File: src/pciu_pkg.sv
// Shared constants, register map and bus carriers of the pin change interrupt unit
package pciu_pkg;

  localparam int unsigned AXI_ADDR_W = 12;
  localparam int unsigned IDX_W      = AXI_ADDR_W - 2;

  // Register indices; byte address is four times the index
  localparam logic [IDX_W-1:0] IDX_TYPE_PORT  = 10'h0e9;
  localparam logic [IDX_W-1:0] IDX_FALL_EN    = 10'h0ea;
  localparam logic [IDX_W-1:0] IDX_RISE_EN    = 10'h0eb;
  localparam logic [IDX_W-1:0] IDX_FLAGS      = 10'h0ec;
  localparam logic [IDX_W-1:0] IDX_IRQ_STATUS = 10'h040;
  localparam logic [IDX_W-1:0] IDX_IRQ_MASK   = 10'h041;

  // Fields of the type and port select register
  localparam int unsigned TYPE_CH67_BIT = 7;
  localparam int unsigned TYPE_CH45_BIT = 6;
  localparam int unsigned TYPE_CH3_BIT  = 5;
  localparam int unsigned TYPE_CH2_BIT  = 4;
  localparam int unsigned TYPE_CH1_BIT  = 3;
  localparam int unsigned TYPE_CH0_BIT  = 2;
  localparam int unsigned PORT_SEL_LSB  = 0;
  localparam int unsigned PORT_SEL_W    = 2;

  localparam logic [1:0] PORT_0 = 2'h0;
  localparam logic [1:0] PORT_1 = 2'h1;
  localparam logic [1:0] PORT_2 = 2'h2;
  localparam logic [1:0] PORT_3 = 2'h3;

  localparam int unsigned CHANNELS  = 8;
  localparam int unsigned PORTS     = 4;
  localparam int unsigned SYNC_W    = CHANNELS * PORTS;

  // Reset values
  localparam logic [7:0] TYPE_PORT_RST  = 8'h00;
  localparam logic [7:0] FALL_EN_RST    = 8'h00;
  localparam logic [7:0] RISE_EN_RST    = 8'h00;
  localparam logic [7:0] FLAGS_RST      = 8'h00;
  localparam logic [7:0] IRQ_STATUS_RST = 8'h00;
  localparam logic [7:0] IRQ_MASK_RST   = 8'h00;

  localparam logic [1:0] RESP_OKAY   = 2'h0;
  localparam logic [1:0] RESP_SLVERR = 2'h2;

  typedef struct packed {
    logic                  awvalid;
    logic [AXI_ADDR_W-1:0] awaddr;
    logic                  wvalid;
    logic [31:0]           wdata;
    logic [3:0]            wstrb;
    logic                  bready;
    logic                  arvalid;
    logic [AXI_ADDR_W-1:0] araddr;
    logic                  rready;
  } pciu_axil_req_t;

  typedef struct packed {
    logic        awready;
    logic        wready;
    logic        bvalid;
    logic [1:0]  bresp;
    logic        arready;
    logic        rvalid;
    logic [31:0] rdata;
    logic [1:0]  rresp;
  } pciu_axil_rsp_t;

endpackage

File: src/pciu_chan_detect.sv
// Edge comparison of one channel between two consecutive samples
`timescale 1ns/100ps
module pciu_chan_detect (
  input  wire logic sample,
  input  wire logic prevSample,
  input  wire logic cmpValid,
  input  wire logic negEn,
  input  wire logic posEn,
  output logic      edgeHit
);

  logic fallSeen;
  logic riseSeen;

  always_comb begin
    fallSeen = prevSample & ~sample;
    riseSeen = ~prevSample & sample;
    edgeHit  = cmpValid & ((negEn & fallSeen) | (posEn & riseSeen));
  end

endmodule

File: src/pciu_sync.sv
// Two-flop synchroniser for a group of asynchronous pins
`timescale 1ns/100ps
module pciu_sync #(
  parameter int unsigned WIDTH = 32
) (
  input  wire logic             sys_clk,
  input  wire logic             resetn,
  input  wire logic [WIDTH-1:0] asyncIn,
  output logic      [WIDTH-1:0] syncOut
);

  typedef struct packed {
    logic [WIDTH-1:0] stage1;
    logic [WIDTH-1:0] stage2;
  } pciu_sync_state_t;

  pciu_sync_state_t state_reg;
  pciu_sync_state_t state_next;

  always_comb begin
    state_next        = state_reg;
    state_next.stage1 = asyncIn;
    state_next.stage2 = state_reg.stage1;
  end

  always_ff @(posedge sys_clk or negedge resetn) begin
    if (!resetn) begin
      state_reg <= '0;
    end else begin
      state_reg <= state_next;
    end
  end

  assign syncOut = state_reg.stage2;

endmodule

File: src/pciu_top.sv
// Pin change interrupt unit with AXI4-Lite register access
//
// Contract
// - Type bit 7 picks level or edge for channels six and seven.
// - Type bit 6 picks level or edge for channels four and five.
// - Type bits 5 to 2 pick level or edge for channels 3 to 0.
// - Port select bits 1:0 route port 0 to 3 onto the channels.
// - Falling enable bit arms low level or falling edge detection per channel; the code uses it in edge mode only.
// - Rising enable bit arms high level or rising edge detection per channel; the code uses it in edge mode only, and level mode always flags a low level.
// - Edge mode: an enabled edge sets the flag, which stays until written.
// - Level mode: flag is the inverted pin level, read only.
// - Type/port, rising enable and flag registers reset to zero.
//
// Local design decision: the AXI4-Lite interface to the registers.
`timescale 1ns/100ps
module pciu_top
  import pciu_pkg::*;
(
  input  wire logic              sys_clk,
  input  wire logic              resetn,
  input  wire logic [SYNC_W-1:0] portPins,
  input  wire pciu_axil_req_t    axiReq,
  output pciu_axil_rsp_t         axiRsp,
  output logic                   pinIrqReq,
  output logic                   irq
);

  typedef struct packed {
    logic             awDone;
    logic [IDX_W-1:0] wrIdx;
    logic             wDone;
    logic [7:0]       wrData;
    logic             wrStrb;
    pciu_axil_rsp_t   rsp;
    logic [7:0]       typePort;
    logic [7:0]       fallEn;
    logic [7:0]       riseEn;
    logic [7:0]       flags;
    logic [7:0]       irqStatus;
    logic [7:0]       irqMask;
    logic [7:0]       prevSample;
    logic [1:0]       prevPort;
    logic             primed;
    logic             warm;
    logic             pinIrqReq;
    logic             irq;
  } pciu_state_t;

  pciu_state_t state_reg;
  pciu_state_t state_next;

  logic [SYNC_W-1:0]   syncPins;
  logic [CHANNELS-1:0] curSample;
  logic [CHANNELS-1:0] edgeMode;
  logic [CHANNELS-1:0] edgeHit;
  logic [1:0]          portSel;
  logic                cmpValid;

  ////////////////////////////////////////////////////////////////////////////
  // Pin synchronisation and per-channel edge detection

  pciu_sync #(
    .WIDTH (SYNC_W)
  ) u_sync (
    .sys_clk (sys_clk),
    .resetn  (resetn),
    .asyncIn (portPins),
    .syncOut (syncPins)
  );

  always_comb begin
    portSel = state_reg.typePort[PORT_SEL_LSB +: PORT_SEL_W];
    unique case (portSel)
      PORT_0:  curSample = syncPins[0*CHANNELS +: CHANNELS];
      PORT_1:  curSample = syncPins[1*CHANNELS +: CHANNELS];
      PORT_2:  curSample = syncPins[2*CHANNELS +: CHANNELS];
      PORT_3:  curSample = syncPins[3*CHANNELS +: CHANNELS];
    endcase
    // A port switch would show as a false edge; skip that one compare
    cmpValid = state_reg.primed && (state_reg.prevPort == portSel);
    edgeMode = {state_reg.typePort[TYPE_CH67_BIT],
                state_reg.typePort[TYPE_CH67_BIT],
                state_reg.typePort[TYPE_CH45_BIT],
                state_reg.typePort[TYPE_CH45_BIT],
                state_reg.typePort[TYPE_CH3_BIT],
                state_reg.typePort[TYPE_CH2_BIT],
                state_reg.typePort[TYPE_CH1_BIT],
                state_reg.typePort[TYPE_CH0_BIT]};
  end

  for (genvar ch = 0; ch < CHANNELS; ch++) begin : g_chan
    pciu_chan_detect u_detect (
      .sample     (curSample[ch]),
      .prevSample (state_reg.prevSample[ch]),
      .cmpValid   (cmpValid),
      .negEn      (state_reg.fallEn[ch]),
      .posEn      (state_reg.riseEn[ch]),
      .edgeHit    (edgeHit[ch])
    );
  end

  ////////////////////////////////////////////////////////////////////////////
  // Bus slave, registers, flags and interrupt

  logic             doWrite;
  logic             wrMapped;
  logic             wrFlags;
  logic [7:0]       statusClr;
  logic [IDX_W-1:0] rdIdx;
  logic [7:0]       rdByte;
  logic             rdMapped;

  always_comb begin
    state_next = state_reg;
    wrMapped   = 1'b0;
    wrFlags    = 1'b0;
    statusClr  = 8'h00;
    rdByte     = 8'h00;
    rdMapped   = 1'b1;
    rdIdx      = axiReq.araddr[AXI_ADDR_W-1:2];

    if (axiReq.awvalid && state_reg.rsp.awready) begin
      state_next.awDone = 1'b1;
      state_next.wrIdx  = axiReq.awaddr[AXI_ADDR_W-1:2];
    end
    if (axiReq.wvalid && state_reg.rsp.wready) begin
      state_next.wDone  = 1'b1;
      state_next.wrData = axiReq.wdata[7:0];
      state_next.wrStrb = axiReq.wstrb[0];
    end
    if (state_reg.rsp.bvalid && axiReq.bready) begin
      state_next.rsp.bvalid = 1'b0;
    end

    doWrite = state_reg.awDone && state_reg.wDone && !state_reg.rsp.bvalid;
    if (doWrite) begin
      state_next.awDone     = 1'b0;
      state_next.wDone      = 1'b0;
      state_next.rsp.bvalid = 1'b1;
      unique case (state_reg.wrIdx)
        IDX_TYPE_PORT, IDX_FALL_EN, IDX_RISE_EN, IDX_FLAGS,
        IDX_IRQ_STATUS, IDX_IRQ_MASK: wrMapped = 1'b1;
        default:                      wrMapped = 1'b0;
      endcase
      state_next.rsp.bresp = wrMapped ? RESP_OKAY : RESP_SLVERR;
      if (wrMapped && state_reg.wrStrb) begin
        unique case (state_reg.wrIdx)
          IDX_TYPE_PORT:  state_next.typePort = state_reg.wrData;
          IDX_FALL_EN:    state_next.fallEn   = state_reg.wrData;
          IDX_RISE_EN:    state_next.riseEn   = state_reg.wrData;
          IDX_FLAGS:      wrFlags             = 1'b1;
          IDX_IRQ_STATUS: statusClr           = state_reg.wrData;
          IDX_IRQ_MASK:   state_next.irqMask  = state_reg.wrData;
          default:        wrFlags             = 1'b0;
        endcase
      end
    end
    state_next.rsp.awready = !state_next.awDone && !state_next.rsp.bvalid;
    state_next.rsp.wready  = !state_next.wDone && !state_next.rsp.bvalid;

    if (state_reg.rsp.rvalid && axiReq.rready) begin
      state_next.rsp.rvalid = 1'b0;
    end
    if (axiReq.arvalid && state_reg.rsp.arready) begin
      unique case (rdIdx)
        IDX_TYPE_PORT:  rdByte = state_reg.typePort;
        IDX_FALL_EN:    rdByte = state_reg.fallEn;
        IDX_RISE_EN:    rdByte = state_reg.riseEn;
        IDX_FLAGS:      rdByte = state_reg.flags;
        IDX_IRQ_STATUS: rdByte = state_reg.irqStatus;
        IDX_IRQ_MASK:   rdByte = state_reg.irqMask;
        default:        rdMapped = 1'b0;
      endcase
      state_next.rsp.rvalid = 1'b1;
      state_next.rsp.rdata  = {24'h000000, rdByte};
      state_next.rsp.rresp  = rdMapped ? RESP_OKAY : RESP_SLVERR;
    end
    state_next.rsp.arready = !state_next.rsp.rvalid;

    // Channel flags; in edge mode a hit wins over a same-cycle write
    for (int ch = 0; ch < CHANNELS; ch++) begin
      if (edgeMode[ch]) begin
        state_next.flags[ch] = (wrFlags ? state_reg.wrData[ch]
                                        : state_reg.flags[ch])
                               | edgeHit[ch];
      end else begin
        // Hold reset flags until the synchroniser carries real pin levels
        state_next.flags[ch] = state_reg.warm ? ~curSample[ch]
                                              : state_reg.flags[ch];
      end
    end

    state_next.prevSample = curSample;
    state_next.prevPort   = portSel;
    state_next.primed     = 1'b1;
    state_next.warm       = state_reg.primed;

    // Sticky status: an active flag wins over a write-one clear
    state_next.irqStatus = (state_reg.irqStatus & ~statusClr)
                           | state_reg.flags;
    state_next.pinIrqReq = |state_next.flags;
    state_next.irq       = |(state_next.irqStatus & state_next.irqMask);
  end

  always_ff @(posedge sys_clk or negedge resetn) begin
    if (!resetn) begin
      state_reg           <= '0;
      state_reg.typePort  <= TYPE_PORT_RST;
      state_reg.fallEn    <= FALL_EN_RST;
      state_reg.riseEn    <= RISE_EN_RST;
      state_reg.flags     <= FLAGS_RST;
      state_reg.irqStatus <= IRQ_STATUS_RST;
      state_reg.irqMask   <= IRQ_MASK_RST;
    end else begin
      state_reg <= state_next;
    end
  end

  assign axiRsp    = state_reg.rsp;
  assign pinIrqReq = state_reg.pinIrqReq;
  assign irq       = state_reg.irq;

endmodule

File: config.mk
export PLATFORM = sky130hd
export DESIGN_NAME = pciu_top
export DESIGN_NICKNAME = d
export VERILOG_FILES = /design/src/pciu_pkg.sv /design/src/pciu_chan_detect.sv /design/src/pciu_sync.sv /design/src/pciu_top.sv
export SDC_FILE = /design/constraint.sdc
export NUM_CORES = 1
export LEC_CHECK = 0
export ABC_AREA = 1
export BUFFER_PORTS_ARGS = -buffer_cell sky130_fd_sc_hd__buf_2
export CAP_MARGIN = 40
export CORE_UTILIZATION = 34
export CTS_BUF_LIST = sky130_fd_sc_hd__clkbuf_4
export CTS_CLUSTER_SIZE = 14
export DETAILED_ROUTE_END_ITERATION = 10
export PLACE_DENSITY_LB_ADDON = 0.12
export SYNTH_ARGS = -nofsm -noshare
export SYNTH_HDL_FRONTEND = slang
export SYNTH_SLANG_ARGS = --single-unit
File: constraint.sdc
create_clock -name sys_clk -period 2.4 [get_ports sys_clk]
set_clock_uncertainty 0.1 [all_clocks]
set_input_delay 0.48 -clock sys_clk [delete_from_list [all_inputs] [get_ports sys_clk]]
set_output_delay 0.48 -clock sys_clk [all_outputs]
set_load 0.02 [all_outputs]
# == Word level (Yosys, flattened, before mapping) ==
# Cells that the tools add are included.
# totals
register_bits,164
inputBits,99
out_inout_bits,43
wordCells,192
# op_classes
eq_ne,16
muxes,49
bitwise,76
reduce_logical,24
# op_table
operator,count
$eq 10x8->1 const B,8
$mux 8,6
$pmux 8 s6,1
$and 1x1->1,40
$eq 10x7->1 const B,4
$mux 1,35
$mux 35,1
$pmux 8 s4,1
$and 8x8->8,2
$not 1->1,16
$or 1x1->1,16
$reduce_or 8->1,2
$reduce_or 6->1,2
$logic_and 1x1->1,11
$mux 11,1
$mux 10,1
$reduce_and 3->1,3
$not 8->8,1
$or 8x8->8,1
$logic_not 1->1,5
$eq 2x2->1 const B,2
$mux 2,2
$mux 3,1
$eq 2x1->1 const B,1
2 further kinds,2

# == Logic depth before layout (Yosys ltp) ==
# Gate-level depths: netlist (run 1).
# depth
word_depth,12
mapped_depth,16
mapped_depth_nobuf,15

# == Cells and area by module ==
# Synthesis (run 1) repeated with hierarchy kept, for this count alone.
# unflattened
cells_unflattened,736
hier_area_um2,6759.0
# modules_own_cells
module,n_inst,cells_per_inst,area_each_um2,seq_area_each_um2
pciu_top,1,616,4937.2,2452.4
pciu_sync,1,64,1601.5,1601.5
pciu_chan_detect,8,7,27.5,0.0

# == Least setup slack after synthesis (run 1) ==
# OpenSTA, ideal clock, no wires.
# synth_path
path_kind,reg2reg
start,"reg state_reg, in the netlist axiRsp[38]"
end,"reg state_reg, in the netlist pinIrqReq"
setup_time_ps,119
t_arrival_ps,1598
required_ps,2181
setup_slack_ps,583
stages_incl_launch_ff,12
n_path_buf,1
period_less_slack_ps,1817
path_cell_list,dfrtp_1 inv_1 nand3_1 nor2_1 buf_2 nand3_2 nand2_1 nand3_1 nand2_1 nand2_1 nor2_1 nand2_1
# synth_lines
element,line_no,text
from (decl),pciu_top.sv:49,pciu_state_t state_reg;
from (signal assigned),pciu_top.sv:215,state_reg <= state_next;

==> flow_summary.toml, run 1 <==
[clocking]
path_clk_slew_ns = 0.16
cts_buffers = 17
htree_levels = 4
clock_latency_ns = 0.59
clock_sinks = 162
clock_path_buffers = 2
ctsRootBufferMaster = "clkbuf_4"
cts_tree = "built"

[die]
placementRows = 51
core_um2 = 19600
die_w_um = 144
ios = 142
die-area_um2 = 20600
fp.dieH_um = 144
start_util = 0.348

[yosys]
synth_seq_cells = 162
synthesis.area_um2 = 6830
ys_dominant_reg_cell = "dfrtp_1"
seq_area_frac_synth = 0.594
postSynthCellCount = 748
synthTopCellsByArea = "dfrtp_1 59%, nand2_1 9.5%, inv_1 5.3%"
syn_area_per_cell_um2 = 9.13
synth_warnings = 0
synth.distinct_cells = 33
postSynth.asyncResetShare = 1.00
synth_edf_count = 0
yosys.area.top_type_share = 0.594
synth_top_cell_by_area = "dfrtp_1"

[placement]
gp_congestion = 0.820
dp_hpwl_um = 11700
post-place-ws_ns = 0.110
numPortBuffers = 84

[worst_hold_path]
min_to = "state_reg[121]"
holdPathStages = 3
min_path_type = "input port to flip-flop"
min_from = "axiReq[62]"

[setup_path]
critical_path.startpoint = "state_reg[113]"
r2r_cells = 13
cp.required_ns = 2.78
critical_path_class = "flip-flop to flip-flop"
cp_max_fo = 13
r2r_slack_ns = 0.15
cp-end-kind = "flip-flop"
cp_data_arrival_time_ns = 2.63
r2r-end = "irq"
rr_startpoint = "state_reg[113]"
worstSetupStartpointType = "flip-flop"

[global_routing]
gr-usage-met3 = 0.0323
antenna_found_initial = 1
overflow = 0
grt_max_degree = 51
first_global_vias = 5159
busiest_layer = "met2"
track_usage = 0.171
grt_pass1_wl_um = 26400
met2_usage = 0.281
use_met1 = 0.224

[timing]
whs_ns = 0.0303
layout_setup_ws_ns = 0.152
setup_violations = 0
fin_crit_sh = 0.937
max_freq_mhz = 445
final-max-slew-violation-count = 0
final.min_clock_period_ns = 2.25
final-hold-violation-count = 0

[routing]
routed_via_density = 4.59
drtAntennaViolNets = 0
dr.pass1.iters = 5
num_vias = 5417
wl_per_cell_um = 14.3
wl_um = 16800
drc = 0
drt_iter0_drc = 274

[layout]
drive_gt1_frac = 0.193
multi_input_area_um2 = 2150
nFillCells = 1987
largest_register_ffs = 72
ff_latch_area_um2 = 4060
syn_to_final_growth_pct = 24.2
nets = 999

[power_and_ir_drop]
p_total_mw = 6.10
peakVddDrop_mv = 0.370
powerDensity_nw_per_um2 = 720
p_leak_nw = 4.14

[flow_run]
max_cap_viol_count = 0

[outcome]
status = "completed"
[power by group]
group	switching, mW	internal, mW
Sequential	0.174	3.01
Combinational	0.749	0.349
Clock	1.20	0.616
[through the flow]
stage	area [um^2]	cells	TNS, ns	utilization
after floorplan	6920	773	0	-
after global placement	7460	1084	0	0.381
after detailed placement	7460	1084	0	0.381
after CTS	8290	1163	0	0.423
after global routing	8480	1179	-0.0188	0.433
final	8480	1179	0	0.433
[area by class of cell]
class	instances	area share
tap	265	0.0391
inverter	108	0.0488
clock buffer	17	0.0150
clock inverter	15	0.0274
multi-input combinational	449	0.253
antenna	1	0.000295
timing repair buffer	162	0.138
sequential	162	0.478
[cell usage in the layout (no fill, tap or decap), types with 3 or more instances in the layout]
| cell | instances |
|---|---|
| a21oi_1 | 26 |
| buf_12 | 3 |
| buf_2 | 83 |
| buf_4 | 28 |
| clkbuf_4 | 17 |
| clkinv_8 | 10 |
| conb_1 | 27 |
| dfrtp_1 | 161 |
| dlygate4sd3_1 | 47 |
| inv_1 | 95 |
| inv_2 | 9 |
| nand2_1 | 172 |
| nand3_1 | 54 |
| nand3_4 | 3 |
| nand4_1 | 17 |
| nor2_1 | 29 |
| nor3_1 | 10 |
| o21ai_0 | 50 |
| o21ai_1 | 26 |
| o22ai_1 | 15 |
[metal layers]
metal	routed length [um]	vias to the layer above	part of all wire
met5	0	-	0
met4	374	0	0.022
met3	786	29	0.047
met2	8180	157	0.49
met1	7480	2577	0.44
li1	-	2654	-
[kinds of logic after synthesis]
family	count (synthesis)	synth area share
AOI/OAI and AO/OA	122	0.0944
xor gates and xnor gates	1	0.00128
buffers and inverters	164	0.115
DFF	162	0.594
muxes	1	0.00165
other	2	0.00110
and+or+nand+nor	296	0.193
[worst max-delay path, cell delays in order, from the launching register on]
cell,delay [ns]
dfrtp_1,0.45
nor2_2,0.33
nand2_1,0.09
a21oi_1,0.13
nor2_1,0.09
nand2_4,0.17
nand3_4,0.16
buf_4,0.18
nand2_1,0.07
o21ai_2,0.06
nand2_1,0.07
nand2_1,0.04
nor2_1,0.10
nand2_1,0.07
[synthesized netlist by cell type (2+ instances only)]
| cell type | n |
|---|---|
| nand2_1 | 172 |
| dfrtp_1 | 162 |
| inv_1 | 96 |
| nand3_1 | 54 |
| o21ai_0 | 52 |
| buf_4 | 43 |
| nor2_1 | 31 |
| a21oi_1 | 26 |
| o21ai_1 | 24 |
| nand4_1 | 17 |
| o22ai_1 | 15 |
| inv_2 | 11 |
| nor3_1 | 10 |
| clkbuf_1 | 7 |
| buf_2 | 6 |
| nand3_2 | 3 |
| conb_1 | 2 |
| nor4_1 | 2 |
[worst max-delay path by stage]
stage                    endpoint  slack [ns]
finish                        irq        0.15
global route            pinIrqReq       -0.02
CTS                   edgeMode[3]        0.06
detailed placement  state_reg[42]        0.11
global placement    state_reg[42]        0.16
floorplan               pinIrqReq        0.58
[repair_timing]
action	4_1_cts	5_1_grt
hold endpoints to repair	91	0
endpoints found under the setup margin	0	22
hold buffers	47	0
buffers inserted	0	13
gates resized for setup	0	14
Power figures use the tool's default switching activity.
==> run 2, diff against run 1 <==
--- a/config.mk
+++ b/config.mk
@@ -12,6 +12,7 @@
 export CTS_BUF_LIST = sky130_fd_sc_hd__clkbuf_4
 export CTS_CLUSTER_SIZE = 14
 export DETAILED_ROUTE_END_ITERATION = 10
+export MAX_ROUTING_LAYER = met4
 export PLACE_DENSITY_LB_ADDON = 0.12
 export SYNTH_ARGS = -nofsm -noshare
 export SYNTH_HDL_FRONTEND = slang
==> run 2 against run 1 <==
Total power is essentially flat. First-iteration DRC count grew 5.5%. Wire length shrank 0.24%. Clock power is essentially flat. Final area is the same. Sequential power is essentially flat. Critical path type unchanged. Count of clock-buffer cells in the layout is the same. Worst hold slack gained 0.0051 ns. Utilization is the same. Register-to-register slack is essentially flat.
==> flow_summary.toml, run 2 (synthesized netlist as in run 1, its figures left out) <==
[timing]
final-max-slew-violation-count = 0
setup_violations = 0
layout_setup_ws_ns = 0.145
fin_crit_sh = 0.939
final.min_clock_period_ns = 2.25
final-hold-violation-count = 0
max_freq_mhz = 444

[layout]
final_cell_mix = "172 x nand2_1, 161 x dfrtp_1, 95 x inv_1"
syn_to_final_growth_pct = 24.2
largest_register_ffs = 72
nets = 999
drive_gt1_frac = 0.193
final_common_cell = "nand2_1"
stdcell_area_um2 = 8480
nFillCells = 1987

[clocking]
ctsRootBufferMaster = "clkbuf_4"
clock_path_buffers = 2
cts_buffers = 17
clock_sinks = 162
htree_levels = 4
clock_latency_ns = 0.58
path_clk_slew_ns = 0.16
cts_tree = "built"

[routing]
drtAntennaViolNets = 0
wl_per_cell_um = 14.2
routed_via_density = 4.57
drt_iter0_drc = 289
drc = 0
wl_um = 16800
num_vias = 5383
dr.pass1.iters = 5

[die]
start_util = 0.348
die-area_um2 = 20600
ios = 142
core_um2 = 19600
fp.dieH_um = 144
placementRows = 51
die_w_um = 144

[power_and_ir_drop]
p_comb_frac = 0.180
clkPwrFrac = 0.298
peakVddDrop_mv = 0.370
p_switching_mw = 2.12
p_seq_frac = 0.523
p_leak_nw = 4.14
intPower_mw = 3.98
powerDensity_nw_per_um2 = 719
p_sw_frac = 0.348
p_total_mw = 6.10

[global_routing]
first_global_vias = 5152
track_usage = 0.176
grt_max_degree = 51
grt_pass1_wl_um = 26400
overflow = 0
antenna_found_initial = 1

[outcome]
status = "completed"

[setup_path]
cp-end-kind = "flip-flop"
cp_max_fo = 13
worstSetupStartpointType = "flip-flop"
cp.required_ns = 2.78
r2r_cells = 13
critical_path_class = "flip-flop to flip-flop"
cp_data_arrival_time_ns = 2.63

[placement]
numPortBuffers = 84
post-place-ws_ns = 0.110
gp_congestion = 0.832
dp_hpwl_um = 11700
place_area_um2 = 7460

[worst_hold_path]
holdPathStages = 3
min_path_type = "input port to flip-flop"

[flow_run]
max_cap_viol_count = 0
==> run 2: cell counts in the layout (fill, tap and decap cells not counted) <==
Identical to the previous run, type by type.
==> run 2: what timing repair did <==
| item | in CTS | in global routing |
|---|---|---|
| buffers inserted | 0 | 13 |
| gates resized for setup | 0 | 14 |
| hold buffers | 47 | 0 |
| endpoints found under the setup margin | 0 | 22 |
| endpoints found under the hold margin | 91 | 0 |
==> run 2: final cells by class <==
type	instances	area (um^2)	area share
flip-flops and latches	162	4060	0.478
multi-input cells	449	2150	0.253
repair buffers	162	1170	0.138
inverters	108	414	0.0488
well taps	265	332	0.0391
clock inverters	15	233	0.0274
clock buffers	17	128	0.0150
diodes	1	2.50	0.000295
==> run 2: power by group through the flow <==
stage	registers (mW)	logic, mW	clock network [mW]
2_1_floorplan	3.19	0.691	0
3_3_place_gp	3.24	0.956	0
3_5_place_dp	3.24	0.972	0
4_1_cts	3.19	1.04	1.88
5_1_grt	3.23	1.24	2.01
6_report	3.19	1.10	1.82
==> run 2: worst paths after layout <==
kind | start | end | slack (ns)
max | state_reg[113] | irq | 0.15
min | axiReq[62] | state_reg[121] | 0.04
max reg2reg | state_reg[113] | irq | 0.15
min reg2reg | u_sync.state_next[26] | u_sync.syncOut[26] | 0.26
max in group asynchronous | resetn | axiRsp[38] | 1.25
min in group asynchronous | resetn | state_reg[29] | 0.30
==> run 2: worst max-delay path, stage by stage, from the launching register on <==
cell     delay, ns
dfrtp_1       0.45
nor2_2        0.33
nand2_1       0.09
a21oi_1       0.13
nor2_1        0.09
nand2_4       0.17
nand3_4       0.17
buf_4         0.18
nand2_1       0.07
o21ai_2       0.06
nand2_1       0.07
nand2_1       0.05
nor2_1        0.10
nand2_1       0.07
==> run 2: routing by layer <==
layer / wire length (um) / up-vias / global-route usage
met5: 0 / - / -
met4: 349 / 0 / 0.0638
met3: 639 / 26 / 0.0323
met2: 8220 / 140 / 0.281
met1: 7570 / 2557 / 0.224
li1: - / 2660 / -
==> run 2: stage by stage <==
stage	setup TNS (ns)	instances	hold WS, ns	utilization
2_1_floorplan	0	773	0.0844	-
3_3_place_gp	0	1084	0.237	0.381
3_5_place_dp	0	1084	0.235	0.381
4_1_cts	0	1163	0.000300	0.423
5_1_grt	-0.0189	1179	-0.00293	0.433
6_report	0	1179	0.0354	0.433
